File: config.mk
export PLATFORM = sky130hd
export DESIGN_NAME = cmpc_ctrl_status
export DESIGN_NICKNAME = d
export VERILOG_FILES = /design/src/rtl/cmpc_pkg.sv /design/src/rtl/cmpc_ctrl_status.sv
export SDC_FILE = /design/constraint.sdc
export NUM_CORES = 1
export LEC_CHECK = 0
export ABC_CLOCK_PERIOD_IN_PS = 3600
export BUFFER_PORTS_ARGS = -buffer_cell sky130_fd_sc_hd__buf_4
export CAP_MARGIN = 20
export CORE_ASPECT_RATIO = 0.75
export CORE_MARGIN = 2
export CORE_UTILIZATION = 41
export CTS_BUF_LIST = sky130_fd_sc_hd__clkbuf_2 sky130_fd_sc_hd__clkbuf_4 sky130_fd_sc_hd__clkbuf_8
export DETAILED_ROUTE_END_ITERATION = 7
export GPL_ROUTABILITY_DRIVEN = 0
export PLACE_DENSITY = 0.78
export SLEW_MARGIN = 40
export SYNTH_ARGS = -nofsm -noshare
export SYNTH_HDL_FRONTEND = slang
export SYNTH_SLANG_ARGS = --single-unit
File: constraint.sdc
create_clock -name clk_sys -period 3.6 [get_ports clk_sys]
set_clock_uncertainty 0.2 [all_clocks]
set_input_delay 0.54 -clock clk_sys [delete_from_list [all_inputs] [get_ports clk_sys]]
set_output_delay 0.54 -clock clk_sys [all_outputs]
set_load 0.02 [all_outputs]
File: src/rtl/cmpc_pkg.sv
package cmpc_pkg;
  localparam logic [11:0] CMPC_CS_OFFSET = 12'h000;
  localparam logic [31:0] CMPC_CS_RESET = 32'h0000_0000;
  // bits that software may change; 30 is status, the rest reserved
  localparam logic [31:0] CMPC_CS_WMASK = 32'h80DF_FFFD;
  localparam int CMPC_LOCK_BIT = 31;
  localparam int CMPC_MIRROR_BIT = 30;
  localparam int CMPC_SCALER_BIT = 23;
  localparam int CMPC_BRIDGE_BIT = 22;
  localparam int CMPC_BLANK_LSB = 18;
  localparam int CMPC_HYST_LSB = 16;
  localparam int CMPC_INVERT_BIT = 15;
  localparam int CMPC_ROUTE_LSB = 13;
  localparam int CMPC_PLUS_LSB = 10;
  localparam int CMPC_MINT_LSB = 7;
  localparam int CMPC_MEXT_LSB = 4;
  localparam int CMPC_MODE_LSB = 2;
  localparam int CMPC_ON_BIT = 0;

  localparam logic [2:0] CMPC_BLANK_NONE = 3'h0;
  localparam logic [2:0] CMPC_BLANK_TMR0 = 3'h1;
  localparam logic [2:0] CMPC_BLANK_TMR7 = 3'h2;
  localparam logic [2:0] CMPC_BLANK_TMR1 = 3'h3;
  localparam logic [1:0] CMPC_ROUTE_TMR0 = 2'h1;
  localparam logic [1:0] CMPC_ROUTE_TMR7 = 2'h2;
  localparam logic [2:0] CMPC_MINT_DAC = 3'h4;
  localparam logic [2:0] CMPC_MINT_EXT = 3'h5;
  localparam logic [2:0] CMPC_MINT_FULL = 3'h3;

  typedef enum logic [1:0] {
    CMPC_HYST_NONE,
    CMPC_HYST_LOW,
    CMPC_HYST_MED,
    CMPC_HYST_HIGH
  } cmpc_hyst_t;

  // settings toward the analog comparator
  typedef struct packed {
    logic comparator_on;
    logic [1:0] speed_power_mode;
    cmpc_hyst_t hysteresis_level;
    logic [2:0] plus_input_sel;
    logic [3:0] minus_ref_onehot;
    logic minus_converter;
    logic minus_pin_used;
    logic [2:0] minus_external_sel;
    logic scaler_enable;
    logic bridge_enable;
  } cmpc_analog_t;

  // timer channel-1 blanking windows
  typedef struct packed {
    logic tmr0;
    logic tmr7;
    logic tmr1;
  } cmpc_blank_t;
endpackage

File: src/rtl/cmpc_ctrl_status.sv
`timescale 1ns/1ps
module cmpc_ctrl_status
  import cmpc_pkg::*;
#(
  parameter int ADDR_W = 12
)
(
  input wire logic clk_sys,
  input wire logic srst,
  input wire logic psel,
  input wire logic penable,
  input wire logic pwrite,
  input wire logic [ADDR_W-1:0] paddr,
  input wire logic [31:0] pwdata,
  output logic [31:0] prdata,
  output logic pready,
  output logic pslverr,
  input wire logic comp_raw,
  input wire cmpc_blank_t blank_in,
  output cmpc_analog_t analog_cfg,
  output logic comp_out_port,
  output logic comp_to_tmr0_ch0,
  output logic comp_to_tmr7_ch0
);

  logic [31:0] cs_r;
  logic [31:0] cs_nxt;
  logic [2:0] sync_r;
  logic [2:0] sync_nxt;
  logic mirror_r;
  logic mirror_nxt;
  logic addr_hit;
  logic wr_acc;
  logic [2:0] blank_sel;
  logic [1:0] route_sel;
  logic [2:0] mint_sel;
  logic blank_now;
  logic blanked;
  logic final_out;

  assign addr_hit = (paddr == ADDR_W'(CMPC_CS_OFFSET));
  assign wr_acc = psel && penable && pwrite && addr_hit;
  assign pready = 1'b1;
  assign pslverr = psel && penable && !addr_hit;

  always_comb
  begin
    cs_nxt = cs_r;
    if (wr_acc && !cs_r[CMPC_LOCK_BIT])
    begin
      cs_nxt = pwdata & CMPC_CS_WMASK;
    end
  end

  always_ff @(posedge clk_sys)
  begin
    if (srst)
    begin
      cs_r <= CMPC_CS_RESET;
    end
    else
    begin
      cs_r <= cs_nxt;
    end
  end

  // third stage filters a metastable settle of the second
  always_comb
  begin
    sync_nxt = {sync_r[1:0], comp_raw};
    mirror_nxt = mirror_r;
    if (sync_r[1] == sync_r[2])
    begin
      mirror_nxt = sync_r[2];
    end
  end

  always_ff @(posedge clk_sys)
  begin
    if (srst)
    begin
      sync_r <= 3'h0;
      mirror_r <= 1'b0;
    end
    else
    begin
      sync_r <= sync_nxt;
      mirror_r <= mirror_nxt;
    end
  end

  always_comb
  begin
    prdata = 32'h0000_0000;
    if (psel && !pwrite && addr_hit)
    begin
      prdata = cs_r;
      prdata[CMPC_MIRROR_BIT] = mirror_r;
    end
  end

  assign blank_sel = cs_r[CMPC_BLANK_LSB +: 3];
  assign route_sel = cs_r[CMPC_ROUTE_LSB +: 2];
  assign mint_sel = cs_r[CMPC_MINT_LSB +: 3];

  // reserved blanking codes behave as no blanking
  always_comb
  begin
    case (blank_sel)
      CMPC_BLANK_TMR0: blank_now = blank_in.tmr0;
      CMPC_BLANK_TMR7: blank_now = blank_in.tmr7;
      CMPC_BLANK_TMR1: blank_now = blank_in.tmr1;
      default: blank_now = 1'b0;
    endcase
  end

  // pure gates from pin to pin: keeps working with the clock stopped
  assign blanked = comp_raw & ~blank_now;
  assign final_out = blanked ^ cs_r[CMPC_INVERT_BIT];
  assign comp_out_port = final_out;
  assign comp_to_tmr0_ch0 = final_out
    && (route_sel == CMPC_ROUTE_TMR0);
  assign comp_to_tmr7_ch0 = final_out
    && (route_sel == CMPC_ROUTE_TMR7);

  always_comb
  begin
    analog_cfg.comparator_on = cs_r[CMPC_ON_BIT];
    analog_cfg.speed_power_mode = cs_r[CMPC_MODE_LSB +: 2];
    analog_cfg.hysteresis_level =
      cmpc_hyst_t'(cs_r[CMPC_HYST_LSB +: 2]);
    analog_cfg.plus_input_sel = cs_r[CMPC_PLUS_LSB +: 3];
    analog_cfg.minus_ref_onehot = 4'h0;
    if (mint_sel <= CMPC_MINT_FULL)
    begin
      analog_cfg.minus_ref_onehot[mint_sel[1:0]] = 1'b1;
    end
    analog_cfg.minus_converter = (mint_sel == CMPC_MINT_DAC);
    analog_cfg.minus_pin_used = (mint_sel == CMPC_MINT_EXT);
    analog_cfg.minus_external_sel = cs_r[CMPC_MEXT_LSB +: 3];
    analog_cfg.scaler_enable = cs_r[CMPC_SCALER_BIT];
    analog_cfg.bridge_enable = cs_r[CMPC_BRIDGE_BIT];
  end
endmodule // cmpc_ctrl_status

==> results of run 1 <==
## through the flow
stage	total power, W	hold slack, ns
after floorplan	0.0003491	0.2138
after global placement	0.0003853	0.2158
after detailed placement	0.0003862	0.2337
after CTS	0.0005654	0.2578
after global routing	0.0005818	0.2772
final	0.0005534	0.2572
## synth_stat cells, types with 3 or more instances
cell / count / share of area
and2_1: 24 / 0.087
buf_4: 22 / 0.096
clkbuf_1: 5 / 0.011
dfxtp_1: 27 / 0.31
mux2i_1: 25 / 0.15
nand2b_1: 45 / 0.16
nor2b_1: 4 / 0.015
nor3b_1: 3 / 0.013
nor4_4: 3 / 0.037
## cell type report
class / instances / area, um2
inverters: 2 / 7.507
multi-input cells: 132 / 982.2
clock inverters: 1 / 7.507
flip-flops and latches: 27 / 540.5
fillers: 352 / 1698
clock buffers: 3 / 41.29
well taps: 55 / 68.82
repair buffers: 91 / 683.2
## worst max-delay path by stage
stage / startpoint / end / slack, ns
finish: paddr[4] / prdata[30] / 0.83
CTS: paddr[4] / prdata[17] / 0.78
detailed placement: paddr[4] / prdata[17] / 0.79
global route: paddr[4] / prdata[30] / 0.66
floorplan: paddr[11] / prdata[0] / 1.30
global placement: paddr[4] / prdata[30] / 0.78
## where the power goes
part	internal (W)	switching, W	leakage, nW
combinational	0.0000456	0.0000325	0.961
sequential	0.000300	0.000000472	0.218
clock	0.0000785	0.0000965	0.0217
## flip-flops by register name (all words and copies together), names as in the netlist
register  count
mirror_r      1
cs_r         23
sync_r        3
## critical path, delay by kind of cell
kind                   cells  cell delay (ns)
and+or+nand+nor            3             0.99
buffers and inverters      3             0.50
## metal layers
metal | wire length, um | vias up | global-route usage
met5 | 0 | - | 0
met4 | 9 | 0 | 0.01504
met3 | 396 | 2 | 0.05740
met2 | 1554 | 60 | 0.2527
met1 | 1531 | 620 | 0.1830
li1 | - | 718 | -
## logic make-up (layout without fill, tap and decap cells)
logic type	Yosys count	after routing	share of synthesized area
AOI/OAI and AO/OA	5	5	0.01891
xor gates and xnor gates	1	1	0.005092
buffers and inverters	33	97	0.1302
DFF	27	27	0.3142
muxes	25	25	0.1455
other	2	9	0.004365
and+or+nand+nor	92	92	0.3818
==> summary.md, run 1 <==
| Metric | Value |
|---|---|
| GRT Resource Usage Total | 0.1472 |
| Synth async-reset ratio | 0 |
| Cell Area, Synth | 0.001720 mm2 |
| Commonest non-fill, non-tap cell in the layout | buf_4 |
| Critical path data required time | roughly 2.9 ns |
| Synth unique cells | 28 |
| Inst Count DP | 307 |
| Yosys warnings | 0 |
| Crit path DAT | about 2.0 ns |
| Relative slew margins | 0.6251 |
| R2R Setup Slk | just under 2 ns |
| Number of setup violations in the final report | 0 |
| WL final | approximately 3.5 mm |
| Post-synth EDFFs | 0 |
| Final Hold Vio Count | 0 |
| Crit path cell chain | buf_4 -> nor4_4 -> and4_1 -> buf_4 -> and2_1 -> buf_4 |
| N_diodes | 0 |
| Fmax | between 300 and 400 MHz |
| Clock Path Buffers | 2 |
| Crit path top cell by count | buf_4 |
| Crit-path max FO | 13 |
| CTS root buffer | clkbuf_8 |
| Worst-skew pair later-pin latency | ~0.28 ns |
| Layout area overhead | 35.49% |
| Layout cells sized above 1 | 0.3945 |
| Tcrit/Tclk final | 0.7707 |
| Peak VDD IR | approximately 0.00019 V |
| FF-to-FF End | cs_r[0] |
| Post-DP HPWL | 2.622 mm |
| Clk slew on worst S/H paths | 0.10 ns |
| Endpoint class of the critical path | output port |
| Post-Synthesis Cells | between 150 and 200 |
| Nets@finish | 310 |
| Grt total ovfl | 0 |
| Post-route cell area | 0.002331 mm2 |
| Drc violations | 0 |
| RSZ-0062 raised after global routing | no |
| Die area | between 0.004 and 0.005 mm2 |
| Resize count post-CTS | 0 |
| Core area | 0.004029 mm2 |
| Fin. max-slew vios | 0 |
| # hold bufs at CTS | 0 |
| Post-CTS setup buffer count | 0 |
| Hold Path End | sync_r[1] |
| Worst R2R Path Depth | 3 |
| Type of the worst setup path | in -> out |
| Initial Util | 0.4270 |
| First-pass GRT wire length | between 5 and 6 mm |
| Antenna-violating nets left | 0 |
| Run status | finished clean |
| Yosys reg bits | 27 |
| TritonCTS clock tree | built |
| Main synth FF type | dfxtp_1 |
| H-tree levels | 1 |
| Initial antenna violation count | 0 |
| Pre-antenna DRT Iters | 4 |
| FF-to-FF Start | cs_r[31] |
| # IOs | between 100 and 150 |
| Row count | 20 |
| Register area share after synthesis | 0.3142 |
| Final setup margin | between 0.8 and 0.9 ns |
| Post-layout util | 0.5786 |
| Wire per inst | roughly 11 um |
| Mean post-synth cell area | between 9 and 10 um2 |
| Placed Area | ~0.0023 mm2 |
| HP Start | sync_r[0] |
| Via count | ~1.4k |
| TritonCTS buffer count | 3 |
| Crit path launch type | primary input |
| Minimum clock period | between 2 and 3 ns |
| Via count of the first global-routing pass | about 1.2k |
| Worst slack, placed | 0.7853 ns |
| Worst Hold Class | reg -> reg |
| Vias per inst | 4.502 |
| Slowest cell on the critical path | and4_1 |
| Worst Hold Path Cells | 1 |
| Static leakage | 1.200 nW |
| First DRT Iteration DRCs | 40 |
| CP max stage delay | around 0.49 ns |
| Non-filler cells, final | 311 |
| MaxCap Viol Count | 0 |
| PortBufs | 90 |
| Die Wd | between 70 and 80 um |
| Die height | approximately 60 um |
| TNS Setup | 0 ns |
| Pwr dens | ~240 mW/mm2 |
| Clk sinks | 27 |
| Worst Tran Pin Value | between 0.5 and 0.6 ns |
| Largest net degree at the start of global routing | slightly above 50 |
| Most frequent cells in the layout | 91 x buf_4, 45 x nand2b_1, 27 x dfxtp_1 |
No activity file was read; power rests on OpenSTA's default activity.
==> run 2, diff against run 1 <==
Settings changed: ABC_AREA set to 1, ABC_CLOCK_PERIOD_IN_PS 3600 to 2600, PLACE_DENSITY 0.78 to 0.76.
Clock period 3.6 ns to 2.6 ns, I/O delays scaled along.
==> run 2 against run 1 <==
Critical endpoint is now prdata[10]. Design area up 3.8%. Combinational power up 41%. Power up 37%. First-iteration DRC count up 57%. Sequential share of layout area down 0.85 points. Global-route usage up 2.7 points. Via count up 29%. Cell count up 34%. Utilization up 0.40 points. Critical path depth up 2. Synthesized area up 5.8%. Critical path type unchanged.
==> summary.md, run 2 <==
| Metric | Value |
|---|---|
| Die area | about 0.005 mm2 |
| H-tree levels | 1 |
| Fin. max-slew vios | 0 |
| Worst R2R Path Depth | 7 |
| Antenna-violating nets left | 0 |
| N_diodes | 0 |
| Initial antenna violation count | 0 |
| Slowest cell on the critical path | nand3_4 |
| Clk sinks | 27 |
| Post-Synthesis Cells | slightly below 300 |
| Pwr dens | approximately 310 mW/mm2 |
| Top-count cell post-synth | inv_1 |
| Synth unique cells | 21 |
| Design Power | ~0.00076 W |
| Commonest non-fill, non-tap cell in the layout | buf_4 |
| Run status | finished clean |
| CP top delay family | simple AND/OR/NAND/NOR gates |
| MaxCap Viol Count | 0 |
| Mean post-synth cell area | slightly above 6 um2 |
| Cell Area, Synth | ~0.0018 mm2 |
| Fmax | 446.1 MHz |
| Main synth FF type | dfxtp_1 |
| Crit path top cell by count | buf_4 |
| Crit-path max FO | 24 |
| Tcrit/Tclk final | 0.8622 |
| Endpoint class of the critical path | output port |
| Crit path launch type | primary input |
| Post-synth top area share | 0.2969 |
| TritonCTS clock tree | built |
| Clk slew on worst S/H paths | around 0.09 ns |
| First-pass GRT wire length | 6.782 mm |
| Via count of the first global-routing pass | 1570 |
| CP bufs+invs | 2 |
| Resize count post-CTS | 0 |
| Largest register FFs | 23 |
| Register area share after synthesis | 0.2969 |
| Synth async-reset ratio | 0 |
| Wire per inst | approximately 10 um |
| Crit path cell chain | buf_4 -> nor2_1 -> nand2_1 -> nor2_4 -> and2_2 -> nand3_4 -> nor2_2 -> buf_4 |
| Top flop regs | cs_r: 23 flops, sync_r: 3 flops, mirror_r: 1 flops |
| HP Start | srst |
| Crit path DAT | 1.65 ns |
| Static leakage | roughly 1.3 nW |
| Number of setup violations in the final report | 0 |
| R2R Setup Slk | roughly 0.85 ns |
| TritonCTS buffer count | 3 |
| Post-layout util | 0.5825 |
| Most frequent cells in the layout | 93 x buf_4, 74 x inv_1, 55 x nand2_1 |
| RSZ-0062 raised after global routing | no |
| Worst-skew pair later-pin latency | approximately 0.27 ns |
| Largest net degree at the start of global routing | 25 |
| GRT Resource Usage Total | 0.1743 |
| Hold Path End | cs_r[31] |
| Biggest register | cs_r |
| Final Hold Vio Count | 0 |
| Type of the worst setup path | in -> out |
| Post-DP HPWL | about 3.3 mm |
| Nets@finish | ~420 |
| Peak VDD IR | between 0.00015 and 0.0002 V |
| Layout area overhead | 32.92% |
| Die height | about 62 um |
| Core area | around 0.0042 mm2 |
| WL final | approximately 4.4 mm |
| Top cells by area, synth | dfxtp_1 30%, inv_1 15%, nand2_1 11% |
| Worst Hold Path Cells | 2 |
| Largest area contributor in the netlist | dfxtp_1 |
| Minimum clock period | 2.242 ns |
| FF-to-FF End | cs_r[15] |
| Placed Area | approximately 0.0024 mm2 |
| Relative slew margins | 0.5365 |
| TNS Setup | 0 ns |
| First DRT Iteration DRCs | 63 |
| Yosys warnings | 0 |
| Worst Tran Pin Value | about 0.69 ns |
| # IOs | between 100 and 150 |
| Via count | 1804 |
| Yosys reg bits | 27 |
| PortBufs | 90 |
| Post-CTS setup buffer count | 0 |
| Initial Util | 0.4383 |
| CP max stage delay | 0.33 ns |
| Vias per inst | roughly 4.3 |
| # hold bufs at CTS | 0 |
| Worst Hold Class | in -> reg |
| Critical path data required time | 2.01 ns |
| Post-synth EDFFs | 0 |
| Row count | 20 |
| Grt total ovfl | 0 |
| Die Wd | roughly 80 um |
| Drc violations | 0 |
| CTS root buffer | clkbuf_8 |
| Commonest cells in the synthesized netlist | 74 x inv_1, 55 x nand2_1, 40 x nor2_1, 27 x dfxtp_1, 23 x nand4_1 |
| Clock Path Buffers | 2 |
| Post-route cell area | about 0.0024 mm2 |
| FF-to-FF Start | cs_r[31] |
| Layout cells sized above 1 | 0.3361 |
| Pre-antenna DRT Iters | 4 |
-- run 2: cell count changes in the layout (fill, tap and decap cells not counted), sizes merged, moves of 25 or more --
cell    before  now
nand2b      45    0
nor2         0   62
inv          2   74
mux2i       25    0
nand2        2   55
-- run 2: worst max-delay path by stage --
stage	start	end	slack, ns	cells past startpoint
global placement	paddr[9]	prdata[11]	0.32	8
detailed placement	paddr[7]	prdata[10]	0.33	8
global route	paddr[7]	prdata[11]	0.17	8
CTS	paddr[7]	prdata[10]	0.33	8
floorplan	paddr[7]	prdata[0]	0.67	7
finish	paddr[7]	prdata[10]	0.36	8
-- run 2: cell type report --
type / instances / area [um2]
clock buffer: 3 / 41.29
clock inverter: 1 / 5.005
fill: 405 / 1734
inverter: 74 / 277.8
multi-input combinational: 165 / 788.3
sequential: 27 / 540.5
tap: 55 / 68.82
timing repair buffer: 93 / 698.2
-- run 2: cells by family after synthesis --
group	after synthesis	share of synthesized area
buffers and inverters	109	0.2845
flip-flops	27	0.2969
AO/OA/AOI/OAI	3	0.009624
AND/OR/NAND/NOR	153	0.4048
other	2	0.004125
-- run 2: routing by layer --
layer	track usage	routed length [um]
met3	0.04480	318
met1	0.2168	1923
met4	0.02179	13
met5	0	0
met2	0.3188	2109
-- run 2: power breakdown --
group / leakage [nW] / total, W / switching (W) / internal (W)
combinational: 1.04 / 0.000110 / 0.0000547 / 0.0000551
clock: 0.0255 / 0.000235 / 0.000127 / 0.000107
sequential: 0.218 / 0.000416 / 0.000000685 / 0.000415
total: 1.29 / 0.000760 / 0.000183 / 0.000577
-- run 2: worst reg2reg max path, stage by stage (launching register included) --
cell,delay [ns]
dfxtp_1,0.31
inv_1,0.09
nand2_1,0.09
nor2_4,0.23
nand3_2,0.44
nand2_1,0.19
inv_1,0.05
nor2_1,0.09
-- run 2: metrics by stage --
stage,setup slack [ns],std cells,hold slack (ns)
after floorplan,0.6664,301,0.1883
after global placement,0.3236,414,0.1894
after detailed placement,0.3302,414,0.1989
after CTS,0.3283,418,0.1193
after global routing,0.1728,418,0.1174
final,0.3583,418,0.1273
